[src/core/vpic_cfg.svh]
// register map, field positions, reset values and sizes of the interrupt controller
`ifndef VPIC_CFG_SVH
`define VPIC_CFG_SVH

`define VPIC_NUM_PERIPH 8
`define VPIC_NUM_SRC 9
`define VPIC_SRC_EXT_STD 8
`define VPIC_PRIO_W 3
`define VPIC_VEC_W 4
`define VPIC_WIN_BITS 14
`define VPIC_BASE_HI 18'h3FFFF
`define VPIC_BASE_SEL 2'h0

`define VPIC_ENA_SET 12'h000
`define VPIC_ENA_CLR 12'h004
`define VPIC_ENA_RD 12'h008
`define VPIC_EDGE_SET 12'h010
`define VPIC_EDGE_CLR 12'h014
`define VPIC_EDGE_RD 12'h018
`define VPIC_PEND_CLR 12'h024
`define VPIC_PEND_RD 12'h028
`define VPIC_PRIO0 12'h040
`define VPIC_EXTMODE 12'h080
`define VPIC_VECTOR 12'h084
`define VPIC_EOI 12'h088
`define VPIC_RAW 12'h08C
`define VPIC_IRQ_STAT 12'h090
`define VPIC_IRQ_MASK 12'h094

`define VPIC_VEC_NONE 4'hF
`define VPIC_FAST_MODE_POS 2
`define VPIC_STD_MODE_POS 0
`define VPIC_EV_ACK 0
`define VPIC_EV_FAST 1
`define VPIC_EV_W 2
`define VPIC_ENA_RST 9'h000
`define VPIC_EDGE_RST 9'h000
`define VPIC_EXTMODE_RST 4'h0

`endif

[src/core/vpic_pkg.sv]
// types shared by the interrupt controller files
package vpic_pkg;
   typedef enum logic [1:0]
   {
      VPIC_SENSE_LOW,
      VPIC_SENSE_HIGH,
      VPIC_SENSE_FALL,
      VPIC_SENSE_RISE
   } vpic_sense_t;

   typedef enum
   {
      VPIC_IDLE,
      VPIC_ACK
   } vpic_bus_st_t;
endpackage

[src/core/vpic_sense.sv]
// one synchronised external request line with four sense modes
`timescale 1ns/1ps
`include "vpic_cfg.svh"

module vpic_sense
(
   // clock and reset
   input wire logic clk_i,
   input wire logic rst_i,
   // pin and mode
   input wire logic pin_i,
   input wire logic [1:0] mode_i,
   input wire logic clr_i,
   // result
   output logic pend_o
);
   logic meta_r;
   logic sync_r;
   logic prev_r;
   logic latch_r;
   logic rise;
   logic fall;
   vpic_pkg::vpic_sense_t mode;

   ////////////////////////////////////////////////////////////////////////
   // no reset: the reset cycles fill the chain with the pin level, so an
   // idle-high pin shows no false edge or level on release
   always_ff @(posedge clk_i)
   begin
      meta_r <= pin_i;
      sync_r <= meta_r;
      prev_r <= sync_r;
   end

   assign mode = vpic_pkg::vpic_sense_t'(mode_i);
   assign rise = sync_r & ~prev_r;
   assign fall = ~sync_r & prev_r;

   // set wins over a clear in the same cycle
   always_ff @(posedge clk_i)
   begin
      if (rst_i)
         latch_r <= 1'b0;
      else if ((mode == vpic_pkg::VPIC_SENSE_RISE && rise) ||
               (mode == vpic_pkg::VPIC_SENSE_FALL && fall))
         latch_r <= 1'b1;
      else if (clr_i)
         latch_r <= 1'b0;
   end

   always_comb
   begin
      case (mode)
         vpic_pkg::VPIC_SENSE_LOW: pend_o = ~sync_r;
         vpic_pkg::VPIC_SENSE_HIGH: pend_o = sync_r;
         default: pend_o = latch_r;
      endcase
   end
endmodule

[src/core/vpic_top.sv]
// vectored eight-level priority interrupt controller with wishbone slave
//
// Added by the designer: the address map and register access over Wishbone.
`timescale 1ns/1ps
`include "vpic_cfg.svh"

module vpic_top
(
   // clock and reset
   input wire logic clk_i,
   input wire logic rst_i,
   // wishbone slave
   input wire logic cyc_i,
   input wire logic stb_i,
   input wire logic we_i,
   input wire logic [31:0] adr_i,
   input wire logic [3:0] sel_i,
   input wire logic [31:0] dat_i,
   output logic [31:0] dat_o,
   output logic ack_o,
   // request sources
   input wire logic [7:0] periph_irq_i,
   input wire logic ext_standard_request_pin_i,
   input wire logic ext_fast_request_pin_i,
   // core request lines
   output logic core_fast_request_n_o,
   output logic core_standard_request_n_o,
   output logic [3:0] vector_o,
   // controller interrupt
   output logic irq_o
);
   localparam int NS = `VPIC_NUM_SRC;
   localparam int NP = `VPIC_NUM_PERIPH;

   vpic_pkg::vpic_bus_st_t bus_st_r;
   logic [NS-1:0] ena_r;
   logic [NS-1:0] edge_r;
   logic [NP-1:0] plat_r;
   logic [NP-1:0] prev_r;
   logic [2:0] prio_r [NS];
   logic [3:0] extmode_r;
   logic [3:0] vec_r;
   logic [3:0] vec_nxt;
   logic fast_r;
   logic std_r;
   logic [`VPIC_EV_W-1:0] ev_stat_r;
   logic [`VPIC_EV_W-1:0] ev_mask_r;
   logic [`VPIC_EV_W-1:0] ev_set;
   logic [NS-1:0] pend;
   logic [NS-1:0] act;
   logic [NP-1:0] pclr;
   logic ext_std_pend;
   logic ext_fast_pend;
   logic ext_std_clr;
   logic hit;
   logic wr;
   logic rd_en;
   logic [11:0] off;
   logic [31:0] wdat;
   logic [31:0] rdat;
   logic fast_prev_r;

   ////////////////////////////////////////////////////////////////////////
   // bus decode
   function automatic logic is_off(input logic [11:0] a, input logic [11:0] b);
      return a == b;
   endfunction

   // byte enables gate the written bits
   function automatic logic [31:0] lane(input logic [31:0] d,
                                        input logic [3:0] s);
      return d & {{8{s[3]}}, {8{s[2]}}, {8{s[1]}}, {8{s[0]}}};
   endfunction

   // window is the top 16 KB of the address space; base is the window, not its lowest
   // register, so map offsets need not start at zero
   assign hit = cyc_i && stb_i && adr_i[31:14] == `VPIC_BASE_HI;
   assign off = {adr_i[11:2], 2'b00};
   assign wdat = lane(dat_i, sel_i);
   assign wr = hit && we_i && bus_st_r == vpic_pkg::VPIC_IDLE;
   assign rd_en = hit && !we_i && bus_st_r == vpic_pkg::VPIC_IDLE;

   always_ff @(posedge clk_i)
   begin
      if (rst_i)
         bus_st_r <= vpic_pkg::VPIC_IDLE;
      else
      begin
         case (bus_st_r)
            vpic_pkg::VPIC_IDLE:
               if (cyc_i && stb_i)
                  bus_st_r <= vpic_pkg::VPIC_ACK;
            vpic_pkg::VPIC_ACK:
               bus_st_r <= vpic_pkg::VPIC_IDLE;
            default:
               bus_st_r <= vpic_pkg::VPIC_IDLE;
         endcase
      end
   end

   // unmapped addresses still get ack and read as zero
   assign ack_o = bus_st_r == vpic_pkg::VPIC_ACK;

   ////////////////////////////////////////////////////////////////////////
   // set / clear / read registers
   always_ff @(posedge clk_i)
   begin
      if (rst_i)
         ena_r <= `VPIC_ENA_RST;
      else if (wr && is_off(off, `VPIC_ENA_SET))
         ena_r <= ena_r | wdat[NS-1:0];
      else if (wr && is_off(off, `VPIC_ENA_CLR))
         ena_r <= ena_r & ~wdat[NS-1:0];
   end

   always_ff @(posedge clk_i)
   begin
      if (rst_i)
         edge_r <= `VPIC_EDGE_RST;
      else if (wr && is_off(off, `VPIC_EDGE_SET))
         edge_r <= edge_r | wdat[NS-1:0];
      else if (wr && is_off(off, `VPIC_EDGE_CLR))
         edge_r <= edge_r & ~wdat[NS-1:0];
   end

   always_ff @(posedge clk_i)
   begin
      if (rst_i)
         extmode_r <= `VPIC_EXTMODE_RST;
      else if (wr && is_off(off, `VPIC_EXTMODE))
         extmode_r <= wdat[3:0];
   end

   always_ff @(posedge clk_i)
   begin
      if (rst_i)
      begin
         for (int i = 0; i < NS; i++)
            prio_r[i] <= 3'h0;
      end
      else
      begin
         for (int i = 0; i < NS; i++)
            if (wr && off == `VPIC_PRIO0 + 12'(4 * i))
               prio_r[i] <= wdat[2:0];
      end
   end

   ////////////////////////////////////////////////////////////////////////
   // peripheral sensing; peripherals are on this clock, so no synchroniser
   // end of interrupt clears the edge latch of the source being serviced
   always_comb
   begin
      pclr = '0;
      for (int i = 0; i < NP; i++)
         pclr[i] = (wr && is_off(off, `VPIC_PEND_CLR) && wdat[i]) ||
                   (wr && is_off(off, `VPIC_EOI) && vec_r == 4'(i));
   end

   always_ff @(posedge clk_i)
   begin
      if (rst_i)
         prev_r <= '0;
      else
         prev_r <= periph_irq_i;
   end

   always_ff @(posedge clk_i)
   begin
      if (rst_i)
         plat_r <= '0;
      else
      begin
         // level sources keep no stale latch for a later switch to edge
         for (int i = 0; i < NP; i++)
            if (edge_r[i] && periph_irq_i[i] && !prev_r[i])
               plat_r[i] <= 1'b1;
            else if (pclr[i] || !edge_r[i])
               plat_r[i] <= 1'b0;
      end
   end

   assign ext_std_clr = (wr && is_off(off, `VPIC_PEND_CLR) &&
                         wdat[`VPIC_SRC_EXT_STD]) ||
                        (wr && is_off(off, `VPIC_EOI) &&
                         vec_r == 4'(`VPIC_SRC_EXT_STD));

   vpic_sense u_std_sense
   (
      .clk_i(clk_i),
      .rst_i(rst_i),
      .pin_i(ext_standard_request_pin_i),
      .mode_i(extmode_r[`VPIC_STD_MODE_POS +: 2]),
      .clr_i(ext_std_clr),
      .pend_o(ext_std_pend)
   );

   vpic_sense u_fast_sense
   (
      .clk_i(clk_i),
      .rst_i(rst_i),
      .pin_i(ext_fast_request_pin_i),
      .mode_i(extmode_r[`VPIC_FAST_MODE_POS +: 2]),
      .clr_i(wr && is_off(off, `VPIC_PEND_CLR) && wdat[NS]),
      .pend_o(ext_fast_pend)
   );

   always_comb
   begin
      for (int i = 0; i < NP; i++)
         pend[i] = edge_r[i] ? plat_r[i] : periph_irq_i[i];
      pend[`VPIC_SRC_EXT_STD] = ext_std_pend;
   end

   assign act = pend & ena_r;

   ////////////////////////////////////////////////////////////////////////
   // priority encoder: strict greater keeps the lowest index on ties
   always_comb
   begin
      logic [2:0] best;
      logic found;
      best = 3'h0;
      found = 1'b0;
      vec_nxt = `VPIC_VEC_NONE;
      for (int i = 0; i < NS; i++)
         if (act[i] && (!found || prio_r[i] > best))
         begin
            best = prio_r[i];
            found = 1'b1;
            vec_nxt = 4'(i);
         end
   end

   always_ff @(posedge clk_i)
   begin
      if (rst_i)
      begin
         vec_r <= `VPIC_VEC_NONE;
         std_r <= 1'b0;
      end
      else
      begin
         vec_r <= vec_nxt;
         std_r <= |act;
      end
   end

   // fast line: external pin only, not maskable
   always_ff @(posedge clk_i)
   begin
      if (rst_i)
         fast_r <= 1'b0;
      else
         fast_r <= ext_fast_pend;
   end

   assign core_fast_request_n_o = ~fast_r;
   assign core_standard_request_n_o = ~std_r;
   assign vector_o = vec_r;

   ////////////////////////////////////////////////////////////////////////
   // controller events: vector acknowledged, fast request seen
   always_ff @(posedge clk_i)
   begin
      if (rst_i)
         fast_prev_r <= 1'b0;
      else
         fast_prev_r <= fast_r;
   end

   always_comb
   begin
      ev_set = '0;
      ev_set[`VPIC_EV_ACK] = wr && is_off(off, `VPIC_EOI);
      ev_set[`VPIC_EV_FAST] = fast_r && !fast_prev_r;
   end

   always_ff @(posedge clk_i)
   begin
      if (rst_i)
         ev_stat_r <= '0;
      else if (wr && is_off(off, `VPIC_IRQ_STAT))
         ev_stat_r <= ev_set | (ev_stat_r & ~wdat[`VPIC_EV_W-1:0]);
      else
         ev_stat_r <= ev_stat_r | ev_set;
   end

   always_ff @(posedge clk_i)
   begin
      if (rst_i)
         ev_mask_r <= '0;
      else if (wr && is_off(off, `VPIC_IRQ_MASK))
         ev_mask_r <= wdat[`VPIC_EV_W-1:0];
   end

   assign irq_o = |(ev_stat_r & ev_mask_r);

   ////////////////////////////////////////////////////////////////////////
   // read data
   always_comb
   begin
      rdat = '0;
      case (off)
         `VPIC_ENA_RD: rdat[NS-1:0] = ena_r;
         `VPIC_EDGE_RD: rdat[NS-1:0] = edge_r;
         `VPIC_PEND_RD:
         begin
            rdat[NS-1:0] = pend;
            rdat[NS] = ext_fast_pend;
         end
         `VPIC_EXTMODE: rdat[3:0] = extmode_r;
         `VPIC_VECTOR: rdat[3:0] = vec_r;
         `VPIC_RAW: rdat[NP-1:0] = periph_irq_i;
         `VPIC_IRQ_STAT: rdat[`VPIC_EV_W-1:0] = ev_stat_r;
         `VPIC_IRQ_MASK: rdat[`VPIC_EV_W-1:0] = ev_mask_r;
         default:
         begin
            for (int i = 0; i < NS; i++)
               if (off == `VPIC_PRIO0 + 12'(4 * i))
                  rdat[2:0] = prio_r[i];
         end
      endcase
   end

   always_ff @(posedge clk_i)
   begin
      if (rst_i)
         dat_o <= '0;
      else if (rd_en)
         dat_o <= rdat;
      else if (ack_o)
         dat_o <= '0;
   end
endmodule

[config.mk]
export PLATFORM = sky130hd
export DESIGN_NAME = vpic_top
export DESIGN_NICKNAME = d
export VERILOG_FILES = /design/src/core/vpic_pkg.sv /design/src/core/vpic_sense.sv /design/src/core/vpic_top.sv
export VERILOG_INCLUDE_DIRS = /design/src /design/src/core
export SDC_FILE = /design/constraint.sdc
export NUM_CORES = 1
export LEC_CHECK = 0
export ABC_AREA = 1
export BUFFER_PORTS_ARGS = -buffer_cell sky130_fd_sc_hd__buf_2
export CORE_UTILIZATION = 30
export DETAILED_ROUTE_END_ITERATION = 8
export PLACE_DENSITY = 0.57
export REMOVE_ABC_BUFFERS = 1
export SKIP_LAST_GASP = 1
export SLEW_MARGIN = 20
export SYNTH_ARGS = -nofsm -noshare
export SYNTH_HDL_FRONTEND = slang
export SYNTH_SLANG_ARGS = --single-unit
[constraint.sdc]
create_clock -name clk_i -period 7.7 [get_ports clk_i]
set_input_delay 0.385 -clock clk_i [delete_from_list [all_inputs] [get_ports clk_i]]
set_output_delay 0.385 -clock clk_i [all_outputs]
set_load 0.01 [all_outputs]
==> impl_metrics.toml, run 1 <==
[run_status]
status = "complete, but fails checks"
violations = "negative setup slack"

[clocking]
hold_buffers = 0
cts_tree = "done"
numCtsBuffers = 9
cts_root_buf = "clkbuf_16"
cts.htree.levels = 3
clkSlewWorstSetupHoldPaths_ns = 0.07
clk_latency_ns = 0.35
cts.sink_count = 95
cts.path.max_buffers = 2

[detailed_routing]
num_vias = 5921
wirelength_mm = 18.6
drc = 0
wl_met1_mm = 8.73
wl_met2_mm = 8.34
via_per_inst = 4.89
ant_nets = 0
routed.top_layer = "met4"
wl_met3_mm = 1.17
first_pass_iters = 5
wl_per_cell_um = 15.3
drt_iter0_drc = 401

[final_layout]
design_area_sq_um = 7770
fin_nets = 1051
area_delta_synth_final_pct = 33.3
drive_gt1_share_pct = 33.5
final_core_util_pct = 41.1
fin_cells = 1211

[synthesis]
synth-seq-cells = 95
yosysUniqueCellTypes = 47
synth_warnings = 0
synth_top_cell_by_area = "dfxtp_1"
async_reset_ff_share_pct = 0
synth.area.top_cells = "dfxtp_1, edfxtp_1, nand2_1"
synth-seq-area-share_pct = 37.3
synth_top_area_share_pct = 23.4
synthCells = 785
synth-edff-count = 27
synth_area_sq_um = 5830
ys.flop_type = "dfxtp_1"
synth_area_per_cell_sq_um = 7.42

[critical_path]
cp-end-kind = "register"
reg2reg_slack_ns = -0.41
crit_path_top_delay_cell = "dfxtp_2"
cp.required_ns = 7.92
crit_top_cell = "nand2_1"
r2r_cells = 75
critPathKind = "reg -> reg"
critPathLaunchType = "register"
r2r-end = "vector_o[1]"
crit_fanout = 7
max_stage_delay_ns = 0.34
crit_arrival_ns = 8.33

[die]
die_w_um = 141
placeableCoreArea_sq_um = 18900
die_h_um = 141
start_util_pct = 30.8
dieArea_sq_um = 20000
ioPinCount = 123
rows = 50

[placed_design]
dp_hpwl_mm = 13.8
place.gp.congestion = 0.901
io_buffer_count = 72
preCtsSetupSlack_ns = -1.17
dp.cells = 1154
place_area_sq_um = 6750

[global_route]
grt_max_degree = 56
grt_overflow = 0
grt_pass1_wl_mm = 28.4
grt_pass1_vias = 5324
grt_antenna_before_repair = 1
grt_usage_pct = 18.7

[hold_path]
hold_path_class = "in -> reg"
hold-path-cell-count = 1
holdPathEnd = "u_fast_sense.meta_r"
hp-start = "ext_fast_request_pin_i"

[timing]
slew_violations = 0
rsz0062_at_grt = "yes"
fin_worst_skew_ns = 0.00737
layout_min_cycle_time_ns = 8.11
max_freq_mhz = 123
layout_setup_ws_ns = -0.412
relSlewSlack_pct = 30.0
tightest_slew_ns = 1.04
fin_crit_sh_pct = 105
setup_viol = 4
hold_viol = 0

[run]
drv_cap = 0

[power_and_ir_drop]
pwr_density_cell_nw_per_um2 = 136
peakVddDrop_mv = 0.116
finalPower_mw = 1.06
p_leak_nw = 3.40
==> synthesized netlist by cell type, types with 5 or more instances <==
cell,instances
nand2_1,152
nor2_1,67
and2_1,5
o21ai_2,6
dfxtp_1,68
ha_1,23
a31oi_1,5
nand3_2,6
inv_1,106
o21ai_0,36
a311oi_1,19
o2111ai_1,7
nor3_1,9
o21ai_1,10
clkbuf_1,8
edfxtp_1,27
nand2_2,13
nand3_1,47
nand2_4,6
o22ai_1,10
buf_4,22
inv_2,13
a21oi_1,62
o221ai_1,7
==> per-layer routing <==
layer | track usage (%) | up-vias
li1 | - | 2935
met1 | 25.7 | 2759
met2 | 29.2 | 207
met3 | 3.85 | 20
met4 | 5.61 | 0
met5 | 0 | -
==> power breakdown <==
part	switching (mW)	internal, mW
combinational	0.0593	0.0328
sequential	0.00793	0.523
clock	0.202	0.230
total	0.270	0.786
==> cell usage in the layout, fill, tap and decap left out, types with 4 or more instances in the layout <==
| master | synthesis | layout |
|---|---|---|
| and2_4 | 0 | 5 |
| buf_2 | 4 | 72 |
| edfxtp_1 | 27 | 27 |
| nand3_1 | 47 | 39 |
| inv_1 | 106 | 100 |
| a21oi_1 | 62 | 55 |
| o21ai_0 | 36 | 29 |
| nand2_4 | 6 | 13 |
| o2111ai_1 | 7 | 7 |
| buf_4 | 22 | 88 |
| dfxtp_1 | 68 | 67 |
| o21ai_1 | 10 | 12 |
| a311oi_1 | 19 | 19 |
| o22ai_1 | 10 | 10 |
| nor2_1 | 67 | 64 |
| buf_6 | 2 | 6 |
| nand3_2 | 6 | 13 |
| clkbuf_16 | 0 | 9 |
| ha_4 | 0 | 14 |
| o211ai_1 | 4 | 4 |
| nand2_1 | 152 | 125 |
| o221ai_1 | 7 | 7 |
| ha_1 | 23 | 8 |
| nand2_2 | 13 | 33 |
| nor2_2 | 4 | 5 |
| a21oi_2 | 1 | 8 |
| conb_1 | 1 | 22 |
| inv_2 | 13 | 19 |
| o21ai_2 | 6 | 11 |
| nor3_1 | 9 | 9 |
| a31oi_1 | 5 | 5 |
==> cells by family after synthesis <==
group	count (synthesis)	synth area share, %
flops	95	37.3
compound gates	177	18.9
fa+ha+maj	23	4.94
simple gates	330	26.9
other cells	1	0.0644
buf+inv	159	12.0
==> worst max path at each step <==
| stage | slack, ns | start | cells after the start | endpoint |
|---|---|---|---|---|
| after detailed placement | -1.17 | periph_irq_i[0] | 71 | vector_o[3] |
| after global placement | -0.86 | periph_irq_i[0] | 71 | vector_o[3] |
| after CTS | -0.31 | register | 72 | vector_o[3] |
| after global routing | -0.97 | register | 74 | vector_o[1] |
| final | -0.41 | register | 75 | vector_o[1] |
| after floorplan | -0.54 | register | 70 | vector_o[3] |
==> stage by stage <==
| step | hold WS (ns) | setup TNS, ns |
|---|---|---|
| finish | 0.128 | -1.63 |
| global route | 0.121 | -3.83 |
| CTS | 0.117 | -1.17 |
| detailed placement | 0.315 | -4.63 |
| global placement | 0.313 | -3.43 |
| floorplan | 0.310 | -2.08 |
==> layout make-up <==
cell class	instances	area [sq um]
Inverter	121	454
Antenna cell	1	2.50
Timing Repair Buffer	166	1090
Tap cell	260	325
Fill cell	2028	11100
Multi-Input combinational cell	552	3440
Clock inverter	6	42.5
Clock buffer	10	239
Sequential cell	95	2170
==> critical path, delay by kind of cell, from the launching register on <==
family          cells  cell delay (ns)
buf+inv             9             0.76
flops               1             0.34
compound gates     10             1.09
fa+ha+maj           8             2.10
simple gates       48             3.71
==> repair_timing <==
item | CTS | global route
pin swaps | 69 | 56
resized for setup | 72 | 30
setup buffers | 32 | 10
endpoints found under the setup margin | 4 | 4
No activity file was read; power rests on OpenSTA's default activity.
==> run 2: changes to the inputs <==
--- a/config.mk
+++ b/config.mk
@@ -9,6 +9,7 @@
 export ABC_AREA = 1
 export BUFFER_PORTS_ARGS = -buffer_cell sky130_fd_sc_hd__buf_2
 export CORE_UTILIZATION = 30
+export CTS_BUF_LIST = sky130_fd_sc_hd__clkbuf_16
 export DETAILED_ROUTE_END_ITERATION = 8
 export PLACE_DENSITY = 0.57
 export REMOVE_ABC_BUFFERS = 1
==> impl_metrics.toml, run 2 (synthesized netlist as in run 1, its figures left out) <==
[timing]
slew_violations = 0
fin_worst_skew_ns = 0.00737
hold_viol = 0
layout_setup_ws_ns = -0.413
setup_viol = 4
layout_min_cycle_time_ns = 8.11
hold-worst-slack_ns = 0.128
tightest_slew_ns = 1.04
relSlewSlack_pct = 30.0
rsz0062_at_grt = "yes"
fin_crit_sh_pct = 105
max_freq_mhz = 123

[final_layout]
area_delta_synth_final_pct = 33.1
layout_commonest_cell = "nand2_1"
fin_cells = 1211
design_area_sq_um = 7760
fillers = 2029
final_core_util_pct = 41.1
layout_common_cells = "nand2_1, inv_1, buf_4"
drive_gt1_share_pct = 33.5
fin_nets = 1051

[detailed_routing]
drt_iter0_drc = 401
via_per_inst = 4.89
wirelength_mm = 18.6
num_vias = 5921
wl_per_cell_um = 15.3
ant_nets = 0
drc = 0
first_pass_iters = 5

[clocking]
clk_latency_ns = 0.35
cts.sink_count = 95
cts.htree.levels = 3
cts_tree = "done"
clkSlewWorstSetupHoldPaths_ns = 0.07
hold_buffers = 0
numCtsBuffers = 9
cts_root_buf = "clkbuf_16"
cts.path.max_buffers = 2

[critical_path]
cp.required_ns = 7.92
crit_path_top_delay_cell = "dfxtp_2"
crit_fanout = 7
crit_arrival_ns = 8.33
cp.depth = 75
critPathBufInv = 9
cp-end-kind = "register"
r2r_cells = 75
critPathKind = "reg -> reg"
crit_top_cell = "nand2_1"
max_stage_delay_ns = 0.34
critPathLaunchType = "register"
cp_top_family = "simple AND/OR/NAND/NOR gates"

[power_and_ir_drop]
pwr_density_cell_nw_per_um2 = 135
finalPower_mw = 1.05
p_leak_nw = 3.39
peakVddDrop_mv = 0.116

[placed_design]
io_buffer_count = 72
place.gp.congestion = 0.901
place_area_sq_um = 6750
dp.cells = 1154
dp_hpwl_mm = 13.8

[global_route]
grt_antenna_before_repair = 1
grt_overflow = 0
grt_max_degree = 56
grt_pass1_vias = 5324
grt_pass1_wl_mm = 28.4
grt_usage_pct = 18.7

[run]
drv_cap = 0

[die]
rows = 50
start_util_pct = 30.8
dieArea_sq_um = 20000
die_w_um = 141
placeableCoreArea_sq_um = 18900
die_h_um = 141
ioPinCount = 123

[run_status]
status = "complete, but fails checks"
violations = "negative setup slack"

[hold_path]
hold_path_class = "in -> reg"
hold-path-cell-count = 1
## run 2: cell types whose count changed in the layout (fill, tap and decap cells not counted)
cell / previous run / this run
inv_2: 19 / 20
clkbuf_8: 1 / 0
## run 2: what timing repair did
item | CTS | global route
resized for setup | 72 | 30
setup endpoints to repair | 4 | 4
setup buffers | 32 | 10
pin swaps | 69 | 56
## run 2: final timing paths
check / end / slack (ns) / from
setup / recovery: vector_o[1] / -0.41 / register
hold / removal: u_fast_sense.meta_r / 0.13 / ext_fast_request_pin_i
setup reg to reg: vector_o[1] / -0.41 / register
hold reg to reg: u_std_sense.sync_r / 0.32 / u_std_sense.meta_r
## run 2: routing by layer
layer  vias to the layer above  GRT usage (%)  part of all wire [%]
li1                       2935              -                     -
met1                      2759           25.7                    47
met2                       207           29.2                    45
met3                        20           3.85                   6.3
met4                         0           5.61                   1.7
met5                         -              0                     0
## run 2: layout make-up
cell class	count	area [sq um]	share of cell area, %
Multi-Input combinational cell	552	3440	44.4
Sequential cell	95	2170	28.0
Timing Repair Buffer	166	1090	14.0
Inverter	121	454	5.85
Tap cell	260	325	4.19
Clock buffer	9	225	2.90
Clock inverter	7	46.3	0.597
Antenna cell	1	2.50	0.0323
## run 2: power breakdown
part           leakage, nW  internal (mW)  total [mW]  switching [mW]
clock network        0.141          0.220       0.423           0.203
logic                 2.43         0.0328      0.0921          0.0593
registers            0.827          0.523       0.531         0.00793
total                 3.39          0.776        1.05           0.270
## run 2: worst register-to-register path: cells and delay by family (launching register included)
family                   cells  cell delay (ns)
AND/OR/NAND/NOR             48             3.71
AO/OA/AOI/OAI               10             1.10
buffers and inverters        9             0.76
adder cells (fa/ha/maj)      8             2.10
flip-flops                   1             0.34
## run 2: per-stage QoR
| stage | TNS [ns] | setup slack [ns] |
|---|---|---|
| after floorplan | -2.08 | -0.541 |
| after global placement | -3.43 | -0.863 |
| after detailed placement | -4.63 | -1.17 |
| after CTS | -1.18 | -0.307 |
| after global routing | -3.83 | -0.970 |
| final | -1.63 | -0.413 |
